$ cat config.mk
export PLATFORM = sky130hd
export DESIGN_NAME = rtc_core
export DESIGN_NICKNAME = d
export VERILOG_FILES = /design/src/include/rtc_pkg.sv /design/src/rtl/rtc_core.sv
export VERILOG_INCLUDE_DIRS = /design/src /design/src/include
export SDC_FILE = /design/constraint.sdc
export NUM_CORES = 1
export LEC_CHECK = 0
export BUFFER_PORTS_ARGS = -buffer_cell sky130_fd_sc_hd__buf_2
export CORE_MARGIN = 2
export CORE_UTILIZATION = 40
export DETAILED_ROUTE_END_ITERATION = 10
export PLACE_DENSITY = 0.59
export SLEW_MARGIN = 0
export SYNTH_ARGS = -nofsm -noshare
export SYNTH_HDL_FRONTEND = slang
export SYNTH_SLANG_ARGS = --single-unit
$ cat constraint.sdc
create_clock -name aclk -period 2.8 [get_ports aclk]
set_input_delay 0.84 -clock aclk [delete_from_list [all_inputs] [get_ports aclk]]
set_output_delay 0.84 -clock aclk [all_outputs]
set_load 0.02 [all_outputs]
$ cat src/include/rtc_defs.svh
// Purpose: Offsets, field positions, reset values and counts of the calendar clock
// Assumes: Byte addresses of 32-bit AXI4-Lite words
// Notes: Included by bare name
`ifndef RTC_DEFS_SVH
`define RTC_DEFS_SVH
`define RTC_OFF_TIME   8'h00
`define RTC_OFF_ALARM  8'h04
`define RTC_OFF_CTRL   8'h08
`define RTC_OFF_SWATCH 8'h0c
`define RTC_OFF_STAT   8'h10
`define RTC_OFF_MASK   8'h14
`define RTC_OFF_WAKE   8'h18
`define RTC_PRESCALE   32768
`define RTC_SEC_LAST   6'h3b
`define RTC_MIN_LAST   6'h3b
`define RTC_HOUR_LAST  5'h17
`define RTC_EV_SEC     0
`define RTC_EV_MIN     1
`define RTC_EV_HOUR    2
`define RTC_EV_DAY     3
`define RTC_EV_ALM     4
`define RTC_EV_DALM    5
`define RTC_EV_SW      6
`define RTC_CTRL_ALM   0
`define RTC_CTRL_DALM  1
`define RTC_CTRL_SW    2
`define RTC_RST_WORD   32'h0000_0000
`define RTC_RESP_OKAY  2'h0
`define RTC_RESP_SLV   2'h2
`endif

$ cat src/include/rtc_pkg.sv
// Purpose: Types shared by the calendar clock
// Assumes: Nothing
// Notes: Layout of time_s is the layout of the time and alarm words
`default_nettype none
package rtc_pkg;
  typedef struct packed {
    logic [14:0] day;
    logic [4:0]  hour;
    logic [5:0]  min;
    logic [5:0]  sec;
  } time_s;
  typedef logic [6:0] event_t;
  typedef logic [2:0] ctrl_t;
endpackage
`default_nettype wire

$ cat src/rtl/rtc_core.sv
// Purpose: Calendar clock with alarms, stopwatch, tick events and wakeup, AXI4-Lite slave
// Assumes: xtal_32k is a free running 32.768 kHz level from a pin, slower than aclk/4
// Notes: Status bits are write-one-to-clear; a new event beats a clear in the same cycle
`default_nettype none
`include "rtc_defs.svh"
module rtc_core #(
  parameter int PRESCALE = `RTC_PRESCALE,
  parameter int SW_W     = 16
) (
  input  wire logic        aclk,
  input  wire logic        aresetn,
  input  wire logic        xtal_32k,
  input  wire logic [7:0]  awaddr,
  input  wire logic        awvalid,
  output logic             awready,
  input  wire logic [31:0] wdata,
  input  wire logic [3:0]  wstrb,
  input  wire logic        wvalid,
  output logic             wready,
  output logic [1:0]       bresp,
  output logic             bvalid,
  input  wire logic        bready,
  input  wire logic [7:0]  araddr,
  input  wire logic        arvalid,
  output logic             arready,
  output logic [31:0]      rdata,
  output logic [1:0]       rresp,
  output logic             rvalid,
  input  wire logic        rready,
  output logic             irq,
  output logic             wakeup
);

  localparam int PW = $clog2(PRESCALE);

  // Byte-lane merge of a write into an old word
  function automatic logic [31:0] merge(input logic [31:0] o, input logic [31:0] d, input logic [3:0] s);
    logic [31:0] m;
    m = {{8{s[3]}}, {8{s[2]}}, {8{s[1]}}, {8{s[0]}}};
    return (o & ~m) | (d & m);
  endfunction

  // Crystal synchroniser and edge history
  logic xs1_reg;
  logic xs2_reg;
  logic xs3_reg;

  // Timekeeping state
  logic [PW-1:0]      pre_reg, pre_next;
  rtc_pkg::time_s     now_reg, now_next;
  rtc_pkg::time_s     alm_reg, alm_next;
  rtc_pkg::ctrl_t     ctrl_reg, ctrl_next;
  logic [SW_W-1:0]    sw_reg, sw_next;
  rtc_pkg::event_t    stat_reg, stat_next;
  rtc_pkg::event_t    mask_reg, mask_next;
  rtc_pkg::event_t    wken_reg, wken_next;
  logic               irq_reg, irq_next;
  logic               wake_reg, wake_next;

  // Bus state
  logic [7:0]         wa_reg, wa_next;
  logic               aw_full_reg, aw_full_next;
  logic [31:0]        wd_reg, wd_next;
  logic [3:0]         ws_reg, ws_next;
  logic               w_full_reg, w_full_next;
  logic               awready_reg, awready_next;
  logic               wready_reg, wready_next;
  logic               bvalid_reg, bvalid_next;
  logic [1:0]         bresp_reg, bresp_next;
  logic               arready_reg, arready_next;
  logic               rvalid_reg, rvalid_next;
  logic [31:0]        rdata_reg, rdata_next;
  logic [1:0]         rresp_reg, rresp_next;

  // Combinational helpers
  logic               xtal_rise;
  logic               tick;
  logic               c_sec, c_min, c_hour;
  rtc_pkg::time_s     adv;
  rtc_pkg::event_t    ev;
  rtc_pkg::event_t    clr;
  logic               do_wr;
  logic [31:0]        wm;

  // Prescaler, counters, alarms, stopwatch and events
  always_comb begin
    xtal_rise = xs2_reg & ~xs3_reg;
    tick      = xtal_rise && (pre_reg == PW'(PRESCALE - 1));
    pre_next  = pre_reg;
    if (xtal_rise) begin
      pre_next = tick ? '0 : pre_reg + PW'(1);
    end
    adv    = now_reg;
    c_sec  = tick && (now_reg.sec == `RTC_SEC_LAST);
    c_min  = c_sec && (now_reg.min == `RTC_MIN_LAST);
    c_hour = c_min && (now_reg.hour == `RTC_HOUR_LAST);
    if (tick) begin
      adv.sec = c_sec ? 6'h00 : now_reg.sec + 6'h01;
    end
    if (c_sec) begin
      adv.min = c_min ? 6'h00 : now_reg.min + 6'h01;
    end
    if (c_min) begin
      adv.hour = c_hour ? 5'h00 : now_reg.hour + 5'h01;
    end
    if (c_hour) begin
      adv.day = now_reg.day + 15'h0001; // Wraps after 32767
    end
    ev = '0;
    ev[`RTC_EV_SEC]  = tick;
    ev[`RTC_EV_MIN]  = c_sec;
    ev[`RTC_EV_HOUR] = c_min;
    ev[`RTC_EV_DAY]  = c_hour;
    ev[`RTC_EV_ALM]  = tick && ctrl_reg[`RTC_CTRL_ALM] &&
                       ({adv.hour, adv.min, adv.sec} == {alm_reg.hour, alm_reg.min, alm_reg.sec});
    ev[`RTC_EV_DALM] = tick && ctrl_reg[`RTC_CTRL_DALM] && (adv == alm_reg);
    sw_next = sw_reg;
    if (tick && ctrl_reg[`RTC_CTRL_SW] && (sw_reg != '0)) begin
      sw_next = sw_reg - SW_W'(1);
    end
    ev[`RTC_EV_SW] = tick && ctrl_reg[`RTC_CTRL_SW] && (sw_reg == SW_W'(1));

    now_next  = adv;
    alm_next  = alm_reg;
    ctrl_next = ctrl_reg;
    mask_next = mask_reg;
    wken_next = wken_reg;
    clr       = '0;
    do_wr     = aw_full_reg && w_full_reg && !bvalid_reg;
    wm        = `RTC_RST_WORD;
    if (do_wr) begin
      unique case (wa_reg)
        `RTC_OFF_TIME: begin
          now_next = merge(now_reg, wd_reg, ws_reg);
          pre_next = '0; // Restart the second on a time load
        end
        `RTC_OFF_ALARM:  alm_next  = merge(alm_reg, wd_reg, ws_reg);
        `RTC_OFF_CTRL: begin
          wm        = merge(32'(ctrl_reg), wd_reg, ws_reg);
          ctrl_next = wm[2:0];
        end
        `RTC_OFF_SWATCH: begin
          wm      = merge(32'(sw_reg), wd_reg, ws_reg);
          sw_next = wm[SW_W-1:0];
        end
        `RTC_OFF_STAT: begin
          wm  = merge(`RTC_RST_WORD, wd_reg, ws_reg);
          clr = wm[6:0];
        end
        `RTC_OFF_MASK: begin
          wm        = merge(32'(mask_reg), wd_reg, ws_reg);
          mask_next = wm[6:0];
        end
        `RTC_OFF_WAKE: begin
          wm        = merge(32'(wken_reg), wd_reg, ws_reg);
          wken_next = wm[6:0];
        end
        default: wm = `RTC_RST_WORD;
      endcase
    end
    stat_next = (stat_reg & ~clr) | ev;
    irq_next  = |(stat_reg & mask_reg);
    wake_next = |(stat_reg & wken_reg);
  end

  // Timekeeping registers
  always_ff @(posedge aclk) begin
    if (!aresetn) begin
      xs1_reg  <= 1'b0;
      xs2_reg  <= 1'b0;
      xs3_reg  <= 1'b0;
      pre_reg  <= '0;
      now_reg  <= '0;
      alm_reg  <= '0;
      ctrl_reg <= '0;
      sw_reg   <= '0;
      stat_reg <= '0;
      mask_reg <= '0;
      wken_reg <= '0;
      irq_reg  <= 1'b0;
      wake_reg <= 1'b0;
    end else begin
      xs1_reg  <= xtal_32k;
      xs2_reg  <= xs1_reg;
      xs3_reg  <= xs2_reg;
      pre_reg  <= pre_next;
      now_reg  <= now_next;
      alm_reg  <= alm_next;
      ctrl_reg <= ctrl_next;
      sw_reg   <= sw_next;
      stat_reg <= stat_next;
      mask_reg <= mask_next;
      wken_reg <= wken_next;
      irq_reg  <= irq_next;
      wake_reg <= wake_next;
    end
  end

  // AXI4-Lite write and read channels
  always_comb begin
    wa_next      = wa_reg;
    wd_next      = wd_reg;
    ws_next      = ws_reg;
    aw_full_next = aw_full_reg;
    w_full_next  = w_full_reg;
    bvalid_next  = bvalid_reg;
    bresp_next   = bresp_reg;
    if (awvalid && awready_reg) begin
      wa_next      = awaddr;
      aw_full_next = 1'b1;
    end
    if (wvalid && wready_reg) begin
      wd_next     = wdata;
      ws_next     = wstrb;
      w_full_next = 1'b1;
    end
    if (do_wr) begin
      aw_full_next = 1'b0;
      w_full_next  = 1'b0;
      bvalid_next  = 1'b1;
      bresp_next   = (wa_reg <= `RTC_OFF_WAKE && wa_reg[1:0] == 2'h0) ? `RTC_RESP_OKAY : `RTC_RESP_SLV;
    end
    if (bvalid_reg && bready) begin
      bvalid_next = 1'b0;
    end
    awready_next = !aw_full_next && !bvalid_next;
    wready_next  = !w_full_next && !bvalid_next;
    rvalid_next  = rvalid_reg;
    rdata_next   = rdata_reg;
    rresp_next   = rresp_reg;
    if (rvalid_reg && rready) begin
      rvalid_next = 1'b0;
    end
    if (arvalid && arready_reg) begin
      rvalid_next = 1'b1;
      rresp_next  = `RTC_RESP_OKAY;
      unique case (araddr)
        `RTC_OFF_TIME:   rdata_next = now_reg;
        `RTC_OFF_ALARM:  rdata_next = alm_reg;
        `RTC_OFF_CTRL:   rdata_next = 32'(ctrl_reg);
        `RTC_OFF_SWATCH: rdata_next = 32'(sw_reg);
        `RTC_OFF_STAT:   rdata_next = 32'(stat_reg);
        `RTC_OFF_MASK:   rdata_next = 32'(mask_reg);
        `RTC_OFF_WAKE:   rdata_next = 32'(wken_reg);
        default: begin
          rdata_next = `RTC_RST_WORD;
          rresp_next = `RTC_RESP_SLV;
        end
      endcase
    end
    arready_next = !rvalid_next;
  end

  // Bus registers
  always_ff @(posedge aclk) begin
    if (!aresetn) begin
      wa_reg      <= 8'h00;
      wd_reg      <= `RTC_RST_WORD;
      ws_reg      <= 4'h0;
      aw_full_reg <= 1'b0;
      w_full_reg  <= 1'b0;
      awready_reg <= 1'b0;
      wready_reg  <= 1'b0;
      bvalid_reg  <= 1'b0;
      bresp_reg   <= `RTC_RESP_OKAY;
      arready_reg <= 1'b0;
      rvalid_reg  <= 1'b0;
      rdata_reg   <= `RTC_RST_WORD;
      rresp_reg   <= `RTC_RESP_OKAY;
    end else begin
      wa_reg      <= wa_next;
      wd_reg      <= wd_next;
      ws_reg      <= ws_next;
      aw_full_reg <= aw_full_next;
      w_full_reg  <= w_full_next;
      awready_reg <= awready_next;
      wready_reg  <= wready_next;
      bvalid_reg  <= bvalid_next;
      bresp_reg   <= bresp_next;
      arready_reg <= arready_next;
      rvalid_reg  <= rvalid_next;
      rdata_reg   <= rdata_next;
      rresp_reg   <= rresp_next;
    end
  end

  // Outputs straight from flops
  assign awready = awready_reg;
  assign wready  = wready_reg;
  assign bvalid  = bvalid_reg;
  assign bresp   = bresp_reg;
  assign arready = arready_reg;
  assign rvalid  = rvalid_reg;
  assign rdata   = rdata_reg;
  assign rresp   = rresp_reg;
  assign irq     = irq_reg;
  assign wakeup  = wake_reg;

endmodule // rtc_core
`default_nettype wire

==> results by stage <==
Detailed routing:
- Using the TritonRoute via totals, the vias-per-cell ratio works out to 5.85.
- The final routed wirelength across all metal layers is 36.7 mm.
- The number of nets with antenna violations after detailed routing is 0.
- The number of DRC violations after detailed-routing iteration 0 is 1044.
- The count of unresolved DRC violations after routing is 1.
- The pre-antenna-repair detailed-routing pass consisted of 8 iterations.
- The vias after detailed routing is 11100.
- The average wire per standard cell is 19.2 µm.

CTS:
- CTS saw 209 sinks.
- The maximum level of the CTS H-tree is 1.
- The cts-stage hold buffer count is 0.
- The insertion delay to the later sink of the worst-skew pair is 0.53 ns.
- The clock tree from TritonCTS is built.
- The tree is rooted in a clkbuf_16.
- After clock tree synthesis, the clock-pin slew on the worst setup and hold paths is 0.06 ns.
- Buffers inserted during clock tree synthesis total 24.
- The number of buffers on the longest clock path is 3.

Setup path:
- STA puts the critical path data arrival time at 3.20 ns.
- STA classifies the critical path startpoint as a flip-flop.
- The data required time at the worst endpoint is 3.25 ns.
- The start-to-end type of the worst setup path is flip-flop to flip-flop.
- The sort of element at the end of the critical path is a flip-flop.
- The worst-path maximum fanout is 4.

Pwr:
- Summed over all cells, the static leakage comes to 4.95 nW.
- For this design the ratio of total power to cell area is 506 nW/µm².
- VDD sags by at most 0.524 mV.
- The overall power after layout is 6.71 mW.

Run:
- Max-cap violations in this run came to 0.

Global route:
- Entering global routing, the biggest net connects 59 pins.
- The number of antenna violations at the first check in global routing came to 0.
- The global-route usage over all layers is 25.7%.
- The via count of the first global-routing pass is 10500.
- The wire length of the first global-routing pass is 58.0 mm.
- The total congestion overflow is 0.

Final layout:
- In the final layout, the share of cells above drive strength 1 is 21.1%.
- The repair_antennas step left the layout with diodes totalling 0.
- The number of nets in the finished design is 1624.
- Relative to the synthesized area, the layout overhead comes to 24.4%.

Timing:
- The final number of setup-violating endpoints is 0.
- The final worst setup slack is 0.0561 ns.
- The worst max-slew margin expressed relative to the limit is 52.8%.
- For the pin with the worst max-slew slack, the measured transition is 0.707 ns.
- The hold violation total from the final report was 0.
- Dividing the final minimum period by the clock period gives 98.0%.
- For the finished layout, the period the worst path requires is 2.74 ns.
- Setup repair after global routing could not meet its margin everywhere.
- The count of pins over their slew limit was 0.
- The clock skew is 0.0193 ns.
- The peak clock frequency supported by timing is 364 MHz.

Yosys:
- Summing the sequential cell areas from Yosys gives 39.3% of the chip area.
- The number of synthesized flops with an enable pin is 0.
- After synthesis the netlist holds a flip-flop and latch count of 209.
- Counting every instance in the synthesized netlist gives 1398.
- The mean instance size in the synthesized netlist is 7.62 µm².
- The async set-reset flop share out of synthesis is 0%.
- The number of different library cells in the post-synthesis netlist is 74.
- The total standard cell area after synthesis is 10700 µm².
- Yosys printed 0 warnings.
- The most used flip-flop cell after synthesis is dfxtp_1.

Placed design:
- The total half-perimeter wirelength after legalization and detailed placement is 26.6 mm.
- The port buffer count is 100.
- The final weighted congestion in routability-driven placement is 0.977.
- The setup slack at placement is -0.0896 ns.

Run status:
- The final reports fail on design-rule violations.
- The flow ran to the end, but the final reports show violations.

Die:
- The overall die width is 167 µm.
- The die extent in y is 167 µm.
- The floorplan die area is 28000 µm².
- Pin placement for this block handled 103 I/O pins.
- The effective utilization at floorplan is 40.8%.
- The number of placement rows is 59.
- The area of the core region is 26100 µm².

Min path:
- The worst hold-check path type is flip-flop to flip-flop.
==> synthesized netlist by cell type, drive strengths merged (3+ instances only) <==
cell | instances | area (µm²)
a31oi | 28 | 175
nand3 | 72 | 360
clkbuf | 84 | 315
a211oi | 16 | 120
o221ai | 3 | 26.3
nor3 | 38 | 195
and4 | 7 | 63.8
o21ai | 46 | 230
nand2b | 13 | 81.3
a222oi | 14 | 140
o31a | 6 | 52.6
inv | 10 | 37.5
nand4 | 26 | 184
xnor2 | 22 | 193
nand2 | 206 | 773
and3 | 12 | 75.1
a32oi | 5 | 43.8
o22a | 3 | 26.3
nor2b | 10 | 62.6
o2111ai | 3 | 26.3
nand3b | 4 | 30.0
o31ai | 7 | 57.6
nor4 | 24 | 181
nor2 | 163 | 612
nor3b | 6 | 45.0
buf | 18 | 97.6
mux2i | 21 | 210
o211ai | 5 | 37.5
or2 | 7 | 43.8
dfxtp | 209 | 4180
ha | 8 | 100
a22oi | 40 | 300
a21oi | 178 | 891
xor2 | 16 | 140
and2 | 12 | 75.1
or3 | 12 | 75.1
mux2 | 6 | 67.6
or4 | 6 | 48.8
==> cells in the final DEF, fill, tap and decap left out, drive strengths merged, types with 6 or more instances in the layout <==
| master | count |
|---|---|
| a211oi | 16 |
| a21oi | 178 |
| a222oi | 14 |
| a22oi | 40 |
| a31oi | 28 |
| and2 | 12 |
| and3 | 12 |
| and4 | 7 |
| buf | 233 |
| clkbuf | 28 |
| clkinv | 6 |
| dfxtp | 209 |
| ha | 8 |
| inv | 11 |
| mux2 | 6 |
| mux2i | 21 |
| nand2 | 206 |
| nand2b | 13 |
| nand3 | 72 |
| nand4 | 26 |
| nor2 | 163 |
| nor2b | 10 |
| nor3 | 38 |
| nor3b | 6 |
| nor4 | 24 |
| o21ai | 46 |
| o31a | 6 |
| o31ai | 7 |
| or2 | 7 |
| or3 | 12 |
| or4 | 6 |
| xnor2 | 22 |
| xor2 | 16 |
==> where the power goes <==
| group | switching [mW] | internal [mW] | leakage, nW |
|---|---|---|---|
| sequential | 0.0594 | 3.02 | 1.69 |
| combinational | 0.210 | 0.117 | 2.85 |
| clock | 1.29 | 2.01 | 0.402 |
==> critical path, cell delays in order (launching register included) <==
cell and delay [ns]:
dfxtp_2 0.35, ha_4 0.13, and3b_1 0.17, buf_6 0.14, buf_4 0.11, and2_1 0.21, nand2_1 0.10, o31a_1 0.31
xnor2_1 0.16, a211o_1 0.25, or4_4 0.55, o31ai_2 0.21
==> per-layer routing <==
layer,up-vias,GRT usage [%],wire length [µm]
met1,5288,36.1,16900
li1,5357,-,-
met4,0,8.58,1160
met3,70,3.99,2410
met2,426,40.3,16200
met5,-,0,0
==> logic make-up (layout without fill, tap and decap cells) <==
family | Yosys count | count (layout) | share of synthesized area, %
compound gates | 374 | 374 | 21.6
xor+xnor | 38 | 38 | 3.12
fa+ha+maj | 8 | 8 | 0.940
buf+inv | 112 | 284 | 4.23
flops | 209 | 209 | 39.3
mux | 27 | 27 | 2.61
other cells | 1 | 2 | 0.0352
simple gates | 629 | 629 | 28.2
==> worst paths after layout <==
path	endpoint	from	slack [ns]	cells after the start
worst max-delay path	stat_reg[5]$_SDFF_PN0_	pre_reg[1]$_SDFF_PN0_	0.06	11
worst min-delay path	xs2_reg$_SDFF_PN0_	xs1_reg$_SDFF_PN0_	0.43	1
worst max register to register	stat_reg[5]$_SDFF_PN0_	pre_reg[1]$_SDFF_PN0_	0.06	11
worst min register to register	xs2_reg$_SDFF_PN0_	xs1_reg$_SDFF_PN0_	0.43	1
==> layout make-up <==
| cell class | instances | area [µm²] |
|---|---|---|
| well taps | 335 | 419 |
| multi-input cells | 1078 | 6220 |
| repair buffers | 233 | 1560 |
| clock inverters | 13 | 174 |
| clock buffers | 28 | 647 |
| inverters | 10 | 40.0 |
| flip-flops and latches | 209 | 4190 |
| fillers | 2621 | 12900 |
==> per-stage QoR <==
stage	utilization (%)	std cells	cell area, µm²	setup TNS [ns]	hold WS (ns)
after CTS	50.2	1903	13100	0	0.444
after floorplan	-	1399	10700	0	0.412
after global routing	50.7	1906	13300	-0.0677	0.471
after global placement	46.8	1862	12200	-0.0542	0.430
after detailed placement	46.8	1862	12200	-0.0896	0.437
final	50.7	1906	13300	0	0.430
==> repair_timing <==
item                                    4_1_cts  5_1_grt
gates resized for setup                      14       30
cloned                                        0        0
endpoints found under the setup margin        1        4
pin swaps                                     3       15
buffers inserted                              0        3
(Power assumes the default switching activity.)
